File: config.mk
export PLATFORM = sky130hd
export DESIGN_NAME = bmc_card
export DESIGN_NICKNAME = d
export VERILOG_FILES = /design/src/shared/bmc_pkg.sv /design/src/shared/bmc_map_if.sv /design/src/rtl/bmc_card.sv /design/src/rtl/bmc_map_table.sv
export SDC_FILE = /design/constraint.sdc
export NUM_CORES = 1
export LEC_CHECK = 0
export BUFFER_PORTS_ARGS = -buffer_cell sky130_fd_sc_hd__buf_2
export CORE_ASPECT_RATIO = 1.5
export CORE_MARGIN = 5
export CORE_UTILIZATION = 35
export CTS_BUF_LIST = sky130_fd_sc_hd__clkbuf_8
export DETAILED_ROUTE_END_ITERATION = 16
export HOLD_SLACK_MARGIN = 0.12
export PLACE_DENSITY = 0.59
export SYNTH_ARGS = -nofsm -noshare
export SYNTH_HDL_FRONTEND = slang
export SYNTH_HIERARCHICAL = 1
export SYNTH_SLANG_ARGS = --single-unit
File: constraint.sdc
create_clock -name mclk -period 6.61 [get_ports mclk]
set_clock_uncertainty 0.1 [all_clocks]
set_input_delay 0.9915 -clock mclk [delete_from_list [all_inputs] [get_ports mclk]]
set_output_delay 0.9915 -clock mclk [all_outputs]
set_load 0.005 [all_outputs]
File: src/shared/bmc_pkg.sv
// Package of constants and types for the banked memory card decoder.
package bmc_pkg;
   localparam int unsigned NUM_SOCKETS = 8;
   localparam int unsigned NUM_BANKS = 8;
   localparam int unsigned NUM_MAPS = 8;
   localparam int unsigned ADDR_W = 16;
   localparam int unsigned DATA_W = 8;
   localparam int unsigned PAGE_W = 6;
   localparam int unsigned PAGE_LSB = 10;
   localparam int unsigned BLOCK_LSB = 12;
   localparam int unsigned SOCK_W = 3;
   localparam logic [7:0] BANK_PORT_RESET = 8'h00;
   localparam logic [7:0] PORT_ADDR_DEFAULT = 8'hff;
   localparam logic [2:0] MAP_SEL_DEFAULT = 3'h7;
   localparam logic [3:0] START_DEFAULT = 4'h0;
   localparam int unsigned WAIT_STATES = 1;
   localparam int unsigned CLK_PERIOD_NS = 25;
   localparam int unsigned BUS_CLK_NS = 250;
   localparam int unsigned WAIT_CYCLES =
      (WAIT_STATES * BUS_CLK_NS + CLK_PERIOD_NS - 1) / CLK_PERIOD_NS;
   typedef struct packed {
      logic used;
      logic slow;
      logic [SOCK_W-1:0] socket;
   } bmc_entry_s;
   typedef enum logic [1:0] {
      BMC_IDLE,
      BMC_WAIT,
      BMC_ACCESS
   } bmc_state_e;
endpackage : bmc_pkg

File: src/shared/bmc_map_if.sv
// Interface between the decoder core and its socket lookup table.
`timescale 1ns/100ps
`default_nettype none
interface bmc_map_if;
   logic [2:0] map_sel;
   logic [bmc_pkg::PAGE_W-1:0] page;
   bmc_pkg::bmc_entry_s entry;
   modport core (output map_sel, output page, input entry);
   modport table_side (input map_sel, input page, output entry);
endinterface : bmc_map_if
`default_nettype wire

File: src/rtl/bmc_card.sv
// Decode and control logic of the banked memory card.
`timescale 1ns/100ps
`default_nettype none
module bmc_card #(
   parameter bit USER_TABLE = 1'b0
) (
   input wire logic mclk,
   input wire logic reset,
   input wire logic bus_clock_n,
   input wire logic [bmc_pkg::ADDR_W-1:0] addr,
   input wire logic [bmc_pkg::DATA_W-1:0] data_in,
   output logic [bmc_pkg::DATA_W-1:0] data_out,
   output logic data_oe_n,
   input wire logic rd_n,
   input wire logic wr_n,
   input wire logic memory_request_line_n,
   input wire logic io_request_line_n,
   output logic wait_request_line_n,
   input wire logic [bmc_pkg::DATA_W-1:0] socket_rdata,
   output logic [bmc_pkg::NUM_SOCKETS-1:0] socket_sel_n,
   output logic [bmc_pkg::PAGE_LSB-1:0] socket_addr,
   output logic socket_oe_n,
   output logic socket_we_n,
   input wire logic reset_activity_strap,
   input wire logic [3:0] start_address_strap_n,
   input wire logic [2:0] map_select_strap,
   input wire logic [2:0] bank_select_strap,
   input wire logic common_memory_strap,
   input wire logic [7:0] port_address_strap,
   input wire logic wait_enable_strap,
   output logic bank_active
);
   // Bus inputs come from the backplane, so each passes two flops first.
   localparam int unsigned SW = 6 + bmc_pkg::ADDR_W + bmc_pkg::DATA_W;
   logic [SW-1:0] sync1_r, sync2_r;
   logic [SW-1:0] sync_in;
   assign sync_in = {bus_clock_n, rd_n, wr_n, memory_request_line_n,
      io_request_line_n, 1'b0, addr, data_in};
   always_ff @(posedge mclk) begin
      sync1_r <= sync_in;
      sync2_r <= sync1_r;
   end
   logic clk_n_s, rd_s, wr_s, mreq_s, ioreq_s;
   logic [bmc_pkg::ADDR_W-1:0] a_s;
   logic [bmc_pkg::DATA_W-1:0] d_s;
   assign clk_n_s = sync2_r[SW-1];
   assign rd_s = ~sync2_r[SW-2];
   assign wr_s = ~sync2_r[SW-3];
   assign mreq_s = ~sync2_r[SW-4];
   assign ioreq_s = ~sync2_r[SW-5];
   assign a_s = sync2_r[bmc_pkg::ADDR_W+bmc_pkg::DATA_W-1:bmc_pkg::DATA_W];
   assign d_s = sync2_r[bmc_pkg::DATA_W-1:0];
   // Straps are pins as well and pass a pair of flops of their own. A strap
   // moved while the card runs therefore takes effect two clocks later.
   localparam int unsigned TW = 21;
   logic [TW-1:0] strap1_r, strap2_r;
   always_ff @(posedge mclk) begin
      strap1_r <= {reset_activity_strap, start_address_strap_n,
         map_select_strap, bank_select_strap, common_memory_strap,
         port_address_strap, wait_enable_strap};
      strap2_r <= strap1_r;
   end
   logic rst_strap_s, common_s, wait_en_s;
   logic [3:0] start_n_s;
   logic [2:0] map_sel_s, bank_sel_s;
   logic [7:0] port_addr_s;
   assign {rst_strap_s, start_n_s, map_sel_s, bank_sel_s, common_s,
      port_addr_s, wait_en_s} = strap2_r;

   // Bank port and activity.
   logic [7:0] bank_port_r, bank_port_nxt;
   logic iowr_d_r, iowr_d_nxt;
   logic io_hit;
   assign io_hit = ioreq_s && wr_s &&
      a_s[7:0] == port_addr_s;
   always_comb begin
      bank_port_nxt = bank_port_r;
      iowr_d_nxt = io_hit;
      if (io_hit && !iowr_d_r) begin
         bank_port_nxt = d_s;
      end
   end
   logic active_c;
   logic sel_bit;
   assign sel_bit = bank_port_r[bank_sel_s];
   // A jumper on the reset strap marks this card as boot memory.
   logic reset_state_r, reset_state_nxt;
   assign reset_state_nxt = rst_strap_s;
   always_comb begin
      if (common_s) begin
         active_c = |bank_port_r || reset_state_r;
      end else begin
         active_c = sel_bit || (bank_port_r == bmc_pkg::BANK_PORT_RESET
            && reset_state_r);
      end
   end
   // Reset can't load a strap asynchronously; it is held by a clocked flop.
   always_ff @(posedge mclk) begin
      reset_state_r <= reset_state_nxt;
      if (reset) begin
         bank_port_r <= bmc_pkg::BANK_PORT_RESET;
         iowr_d_r <= 1'b0;
      end else begin
         bank_port_r <= bank_port_nxt;
         iowr_d_r <= iowr_d_nxt;
      end
   end

   // Memory decode through the lookup table.
   bmc_map_if map ();
   bmc_map_table #(.USER_TABLE(USER_TABLE)) u_table (.map(map));
   logic [3:0] start_digit;
   assign start_digit = ~start_n_s;
   logic [bmc_pkg::PAGE_W-1:0] rel_page;
   // Offset from the 4K start; wraps modulo the 64K bank.
   assign rel_page = 6'(a_s[15:10] - {start_digit, 2'h0});
   assign map.page = rel_page;
   assign map.map_sel = map_sel_s;
   logic hit;
   assign hit = mreq_s && (rd_s || wr_s) && active_c
      && map.entry.used;

   // Bus clock rising edge (bus_clock_n falling) detect on the synchronised level.
   logic clk_n_d_r;
   logic bclk_rise;
   assign bclk_rise = clk_n_d_r && !clk_n_s;

   bmc_pkg::bmc_state_e state_r, state_nxt;
   logic wait_n_r, wait_n_nxt;
   logic oe_n_r, oe_n_nxt;
   logic [bmc_pkg::NUM_SOCKETS-1:0] sel_n_r, sel_n_nxt;
   logic [bmc_pkg::DATA_W-1:0] dout_r, dout_nxt;
   logic [bmc_pkg::PAGE_LSB-1:0] saddr_r, saddr_nxt;
   logic soe_n_r, soe_n_nxt, swe_n_r, swe_n_nxt;
   always_comb begin
      state_nxt = state_r;
      wait_n_nxt = 1'b1;
      oe_n_nxt = 1'b1;
      sel_n_nxt = '1;
      dout_nxt = dout_r;
      saddr_nxt = a_s[bmc_pkg::PAGE_LSB-1:0];
      soe_n_nxt = 1'b1;
      swe_n_nxt = 1'b1;
      case (state_r)
         bmc_pkg::BMC_IDLE: begin
            if (hit) begin
               if (wait_en_s && map.entry.slow) begin
                  state_nxt = bmc_pkg::BMC_WAIT;
               end else begin
                  state_nxt = bmc_pkg::BMC_ACCESS;
               end
            end
         end
         bmc_pkg::BMC_WAIT: begin
            // An aborted cycle must not leave the wait request hanging.
            wait_n_nxt = ~hit;
            if (!hit) begin
               state_nxt = bmc_pkg::BMC_IDLE;
            end else if (bclk_rise) begin
               state_nxt = bmc_pkg::BMC_ACCESS;
            end
         end
         default: begin
            if (!hit) begin
               state_nxt = bmc_pkg::BMC_IDLE;
            end
         end
      endcase
      if (hit) begin
         sel_n_nxt[map.entry.socket] = 1'b0;
         soe_n_nxt = ~rd_s;
         swe_n_nxt = ~wr_s;
         if (rd_s) begin
            oe_n_nxt = 1'b0;
            dout_nxt = socket_rdata;
         end
      end
   end
   always_ff @(posedge mclk) begin
      if (reset) begin
         state_r <= bmc_pkg::BMC_IDLE;
         wait_n_r <= 1'b1;
         oe_n_r <= 1'b1;
         sel_n_r <= '1;
         dout_r <= '0;
         saddr_r <= '0;
         soe_n_r <= 1'b1;
         swe_n_r <= 1'b1;
         clk_n_d_r <= 1'b1;
         bank_active <= 1'b0;
      end else begin
         state_r <= state_nxt;
         wait_n_r <= wait_n_nxt;
         oe_n_r <= oe_n_nxt;
         sel_n_r <= sel_n_nxt;
         dout_r <= dout_nxt;
         saddr_r <= saddr_nxt;
         soe_n_r <= soe_n_nxt;
         swe_n_r <= swe_n_nxt;
         clk_n_d_r <= clk_n_s;
         bank_active <= active_c;
      end
   end
   // No interrupt outputs exist on this card at all.
   assign wait_request_line_n = wait_n_r;
   assign data_oe_n = oe_n_r;
   assign data_out = dout_r;
   assign socket_sel_n = sel_n_r;
   assign socket_addr = saddr_r;
   assign socket_oe_n = soe_n_r;
   assign socket_we_n = swe_n_r;
endmodule : bmc_card
`default_nettype wire

File: src/rtl/bmc_map_table.sv
// Socket lookup table: preset layouts or a user-programmed table.
`timescale 1ns/100ps
`default_nettype none
module bmc_map_table #(
   parameter bit USER_TABLE = 1'b0,
   parameter bmc_pkg::bmc_entry_s USER_MAP [64] = '{default: '0}
) (
   bmc_map_if.table_side map
);
   function automatic bmc_pkg::bmc_entry_s ent(input logic [2:0] s,
         input logic sl);
      ent = '{used: 1'b1, slow: sl, socket: s};
   endfunction : ent

   // Page is 1K within the 64K bank.
   function automatic bmc_pkg::bmc_entry_s preset(input logic [2:0] m,
         input logic [5:0] p);
      preset = '0;
      case (m)
         3'h0: if (p < 6'h08) preset = ent(p[2:0], 1'b0);
         3'h1: if (p < 6'h10) preset = ent(p[3:1], 1'b1);
         3'h2: if (p < 6'h20) preset = ent(p[4:2], 1'b1);
         3'h3: begin
            if (p < 6'h20) preset = ent({1'b0, p[4:3]}, 1'b1);
            else if (p < 6'h28) preset = ent({1'b1, p[2:1]}, 1'b0);
         end
         3'h4: begin
            if (p < 6'h20) preset = ent({2'h0, p[4]}, 1'b1);
            else if (p < 6'h2c) preset = ent(3'(p[3:1] + 3'h2), 1'b0);
         end
         3'h5: begin
            if (p < 6'h20) preset = ent(3'h0, 1'b1);
            else if (p < 6'h2e) preset = ent(3'(p[3:1] + 3'h1), 1'b0);
         end
         3'h6: begin
            if (p < 6'h20) preset = ent(3'h0, 1'b1);
            else if (p < 6'h26) preset = ent(3'(p[2:1] + 3'h1), 1'b1);
            else if (p < 6'h2c) preset = ent(3'(p[3:1] + 3'h1), 1'b0);
            else if (p >= 6'h3e) preset = ent(3'h7, 1'b0);
         end
         default: begin
            if (p < 6'h18) preset = ent({1'b0, p[4:3]}, 1'b1);
            else if (p >= 6'h20 && p < 6'h24) preset =
               ent(3'(p[1] + 3'h3), 1'b1);
            else if (p >= 6'h24 && p < 6'h28) preset =
               ent(3'(p[1] + 3'h5), 1'b0);
            else if (p >= 6'h3e) preset = ent(3'h7, 1'b0);
         end
      endcase
   endfunction : preset

   always_comb begin
      if (USER_TABLE) begin
         map.entry = USER_MAP[map.page];
      end else begin
         map.entry = preset(map.map_sel, map.page);
      end
   end
endmodule : bmc_map_table
`default_nettype wire

======== Yosys cells after proc, flatten, opt, wreduce, memory -nomap -nowiden ========
Index checks and enable logic that the tools add are counted.
storage, ports and cells
  flip-flop bits (word level) ............. 144
  output and inout port bits .............. 31
cells by class
  add/subtract/negate cells ............... 6
  magnitude comparators ................... 15
  equality and inequality tests ........... 11
  mux-type cells .......................... 29
  bitwise logic cells ..................... 8
  reductions and logical operators ........ 25
operators by type and width
  cell                                                         count
  2-to-1 mux 5 bit                                             16
  less-than comparator 6 bit (second input constant)           6
  case mux 5 bit (7 select lines)                              1
  greater-or-equal comparator 6 bit (second input constant)    3
  logical AND 1 bit                                            12
  less-than comparator 6 x 5 -> 1 bit (second input constant)  2
  2-to-1 mux 2 bit                                             5
  == test 3 bit (second input constant)                        3
  == test 8 bit                                                1
  zero test 8 bit                                              1
  less-than comparator 3 x 4 -> 1 bit (second input constant)  2
  inverter 8 bit                                               1
  OR reduction 8 bit                                           1
  == test 3 x 2 -> 1 bit (second input constant)               2
  less-than comparator 6 x 4 -> 1 bit (second input constant)  1
  inverter 1 bit                                               6
  subtractor 6 bit                                             1
  2-to-1 mux 1 bit                                             4
  inverter 4 bit                                               1
  case mux 2 bit (2 select lines)                              1
  OR reduction 2 bit                                           2
  adder 1 x 2 -> 3 bit (second input constant)                 1
  adder 1 x 3 -> 3 bit (second input constant)                 1
  adder 2 x 1 -> 3 bit (second input constant)                 1
  16 further kinds                                             19

======== Depth between registers and ports, before layout ========
  depth in word-level cells ............... 13
  depth in mapped cells ................... 15
  mapped depth without buffers ............ 15

======== Hierarchy ========
The synthesis kept the hierarchy.
by module, submodules not included
  module         times used  cells each  area each (µm²)
  bmc_card       1           271         3827.4
  bmc_map_table  1           116         750.7

======== Least setup slack after synthesis ========
No wires, ideal clock.
  path type ............................... reg2reg
  from .................................... register sync2_r[20]
  to ...................................... register sel_n_r (netlist bit socket_sel_n[1])
  data arrival time ....................... 2.923 ns
  required time ........................... 6.383 ns
  path slack .............................. 3.460 ns
  cell stages (with the launch flop) ...... 16
  buffers on the path ..................... 1
  period minus slack after synthesis ...... 3.150 ns
  cells stage by stage .................... dfxtp_1 -> inv_1 -> ha_1 -> inv_2 -> fa_1 -> ha_1 -> buf_2 -> o21ai_0 -> and3_1 -> nor2_1 -> nand4_1 -> o22a_1 -> nand2b_1 -> a21o_1 -> nor4b_1 -> or3b_1
RTL lines
  what                    RTL line         source
  from (decl)             bmc_card.sv:35   logic [SW-1:0] sync1_r, sync2_r;
  from (signal assigned)  bmc_card.sv:41   sync2_r <= sync1_r;
  to (signal assigned)    bmc_card.sv:195  sel_n_r <= sel_n_nxt;
  to (decl)               bmc_card.sv:131  logic [bmc_pkg::NUM_SOCKETS-1:0] sel_n_r, sel_n_nxt;

==> metrics.md <==
| Metric | Value |
|---|---|
| Status | `complete, no violations` |
| Crit end category | `register` |
| Family with the most delay on the worst path | `adder cells` |
| # fillers | `approximately 1300` |
| Via count | `around 3000` |
| Initial antenna violation count | `0` |
| Count leader, synth | `dfxtp_1` |
| Vias per std cell | `between 4 and 5` |
| Die X | `103 um` |
| Setup violations, final | `0` |
| Number of synthesized flops with an enable pin | `0` |
| Startpoint types | `register` |
| # Max-Cap Violations | `0` |
| Reg area | `about 0.0029 sq mm` |
| Pin count of the biggest net entering global routing | `47` |
| Post-synthesis sequential area ratio | `0.625` |
| Internal power | `0.00124 W` |
| CP arrival | `4220 ps` |
| Antenna diode count | `0` |
| Post-route ant nets | `0` |
| Std-Cell Core Area | `0.0129 sq mm` |
| CTS tree | `done` |
| Worst stage delay on the critical path | `920 ps` |
| Clock Latency Late Sink | `roughly 420 ps` |
| Critical path, cell by cell | `inv_1 -> ha_1 -> inv_2 -> fa_1 -> inv_1 -> ha_1 -> a211oi_1 -> nor2_1 -> a21oi_1 -> o22a_1 -> nand2b_1 -> a21o_1 -> nor4b_1 -> or3b_1` |
| Largest area contributor in the netlist | `dfxtp_1` |
| Slew Viols, Final | `0` |
| Final worst path period need | `4020 ps` |
| R2R cell count | `14` |
| CP bufs+invs | `3` |
| Worst min-delay path class | `register to register` |
| Async set or reset register ratio after synthesis | `0` |
| Vias in the first global route | `3131` |
| RSZ-0062 raised after global routing | `false` |
| PD cells | `between 300 and 400 mW/mm^2` |
| WL/cell | `14.2 um` |
| VDD IR max | `0.194 mV` |
| Port bufs | `90` |
| First-pass GRT wire length | `15000 um` |
| # resized after CTS | `0` |
| Worst rel slew slack | `0.520` |
| Mapped Area | `0.00458 sq mm` |
| Net Switching | `0.000437 W` |
| Synth cell types | `60` |
| Nets | `548` |
| Remaining DRCs | `0` |
| IO Count | `91` |
| #FFs+latches synth | `143` |
| Cells after synthesis | `387` |
| Ys flop type | `dfxtp_1` |
| Area grow syn2layout | `19.4%` |
| Num CTS Buffers | `17` |
| Postcts setup bufs | `0` |
| WP data required | `6810 ps` |
| Clock-pin transition on the worst setup and hold timing paths | `80 ps` |
| Syn Nets | `456` |
| Final RePlAce weighted congestion | `0.847` |
| Post-Route WL | `9230 um` |
| Final period util | `0.608` |
| Post-DP HPWL | `6650 um` |
| Bufs on Longest Clock Path | `2` |
| Switching share of power | `0.261` |
| Share of cells above drive strength 1 | `0.268` |
| Die area | `0.0155 sq mm` |
| Commonest cells post-synth | `dfxtp_1, mux2i_1, nand2b_1, nor2_1, a21oi_1` |
| Synth top area share | `0.625` |
| DRT iter0 DRCs | `77` |
| Synth warn | `6` |
| H-tree Lvls | `4` |
| Max Clk Rate | `249 MHz` |
| Static Leak | `between 2 and 2.5 nW` |
| Flop pwr share | `0.549` |
| Top cells by area, synth | `dfxtp_1, mux2i_1, nand2b_1` |
| Post-CTS Hold Fix Bufs | `0` |
| Setup TNS | `0 ps` |
| Final Hold Fails | `0` |
| Clock Tree Root | `clkbuf_8` |
| Drt first pass iters | `4` |
| Num Clock Sinks | `143` |
| Combinational share of power | `0.098` |
| # rows | `51` |
| Tot GR Track Use | `0.126` |
| Stages on worst setup path | `14` |
| Crit Path Max Fanout | `19` |
| WS Path Type | `register to register` |
| Min Hold Slack | `218 ps` |
| Footprint of the multi-input gates | `0.00156 sq mm` |
| Initial Util | `0.355` |
| Clock Power Share | `0.353` |
| Avg Inst Size Synth | `11.8 sq um` |
| Reg2Reg Setup Slack | `2590 ps` |
| GRT overflow | `0` |
| Die H | `approximately 150 um` |
| Tightest Pin Transition | `between 700 and 800 ps` |
| Slowest CP cell | `fa_1` |
| Hold Crit Depth | `0` |
-- state kept, by name (all words and copies together) (netlist names) --
name	count
sync2_r	29
socket_sel_n	8
socket_addr	10
data_out	8
sync1_r	29
clk_n_d_r	1
bank_active	1
reset_state_r	1
strap2_r	21
iowr_d_r	1
bank_port_r	8
state_r	2
data_oe_n	1
wait_request_line_n	1
strap1_r	21
socket_we_n	1
-- final timing paths --
| check | from | to |
|---|---|---|
| worst max-delay path | sync2_r[20] | socket_sel_n[1] |
| worst min-delay path | strap1_r[19] | strap2_r[19] |
| worst max register to register | sync2_r[20] | socket_sel_n[1] |
| worst min register to register | strap1_r[19] | strap2_r[19] |
-- area by class of cell --
class	count	area share
Multi-Input combinational cell	215	0.286
Timing Repair Buffer	92	0.0851
Inverter	10	0.00686
Tap cell	159	0.0364
Clock inverter	14	0.0172
Sequential cell	143	0.524
Clock buffer	18	0.0453
-- cells in the final DEF (no fill, tap or decap), drive strengths merged, types with 2 or more instances in the layout --
cell and count:
nand4 2, o22a 2, or3b 3, a22oi 2
o211ai 3, nand2b 21, o2bb2ai 2, or4 4
and3 2, nor4b 2, clkinv 3, o21a 2
nor2b 14, xnor2 9, mux2i 21, inv 15
ha 8, nor3 4, nor3b 6, a31oi 4
nand3b 6, xor2 3, a21oi 15, nand2 13
dfxtp 143, clkinvlp 6, or3 2, clkbuf 18
o21ai 8, a21o 3, buf 92, nor2 21
a2111oi 2, nand3 6, a211oi 2, nor4 7
-- metal layers --
metal | track usage | vias up | share of wire
met5 | 0 | - | 0
met4 | 0.0726 | 0 | 0.038
met3 | 0.0308 | 21 | 0.038
met2 | 0.218 | 77 | 0.54
met1 | 0.136 | 1407 | 0.39
li1 | - | 1518 | -
-- through the flow --
stage          std cells  setup slack, ps  area, sq um  total power [W]  utilization
2_1_floorplan        387             3460         4580          0.00105            -
6_report             651             2590         5470          0.00168        0.424
3_5_place_dp         619             2580         5130          0.00110        0.398
3_3_place_gp         619             2670         5130          0.00111        0.398
5_1_grt              651             2250         5470          0.00176        0.424
4_1_cts              651             2550         5470          0.00170        0.424
-- cell families (layout without fill, tap and decap cells) --
| kind of cell | Yosys count | in the layout | synth area share |
|---|---|---|---|
| flip-flops | 143 | 143 | 0.625 |
| buffers and inverters | 29 | 134 | 0.0336 |
| AND/OR/NAND/NOR | 118 | 118 | 0.156 |
| multiplexers | 21 | 21 | 0.0459 |
| XOR/XNOR | 12 | 12 | 0.0230 |
| adder cells (fa/ha/maj) | 9 | 9 | 0.0262 |
| AO/OA/AOI/OAI | 55 | 55 | 0.0899 |
-- power groups by stage --
stage               logic, W  clock network (W)  registers, W
floorplan           0.000119                  0      0.000932
global placement    0.000167                  0      0.000940
detailed placement  0.000164                  0      0.000940
CTS                 0.000165           0.000617      0.000920
global route        0.000181           0.000653      0.000924
finish              0.000164           0.000592      0.000920
No activity file was read; power rests on OpenSTA's default activity.
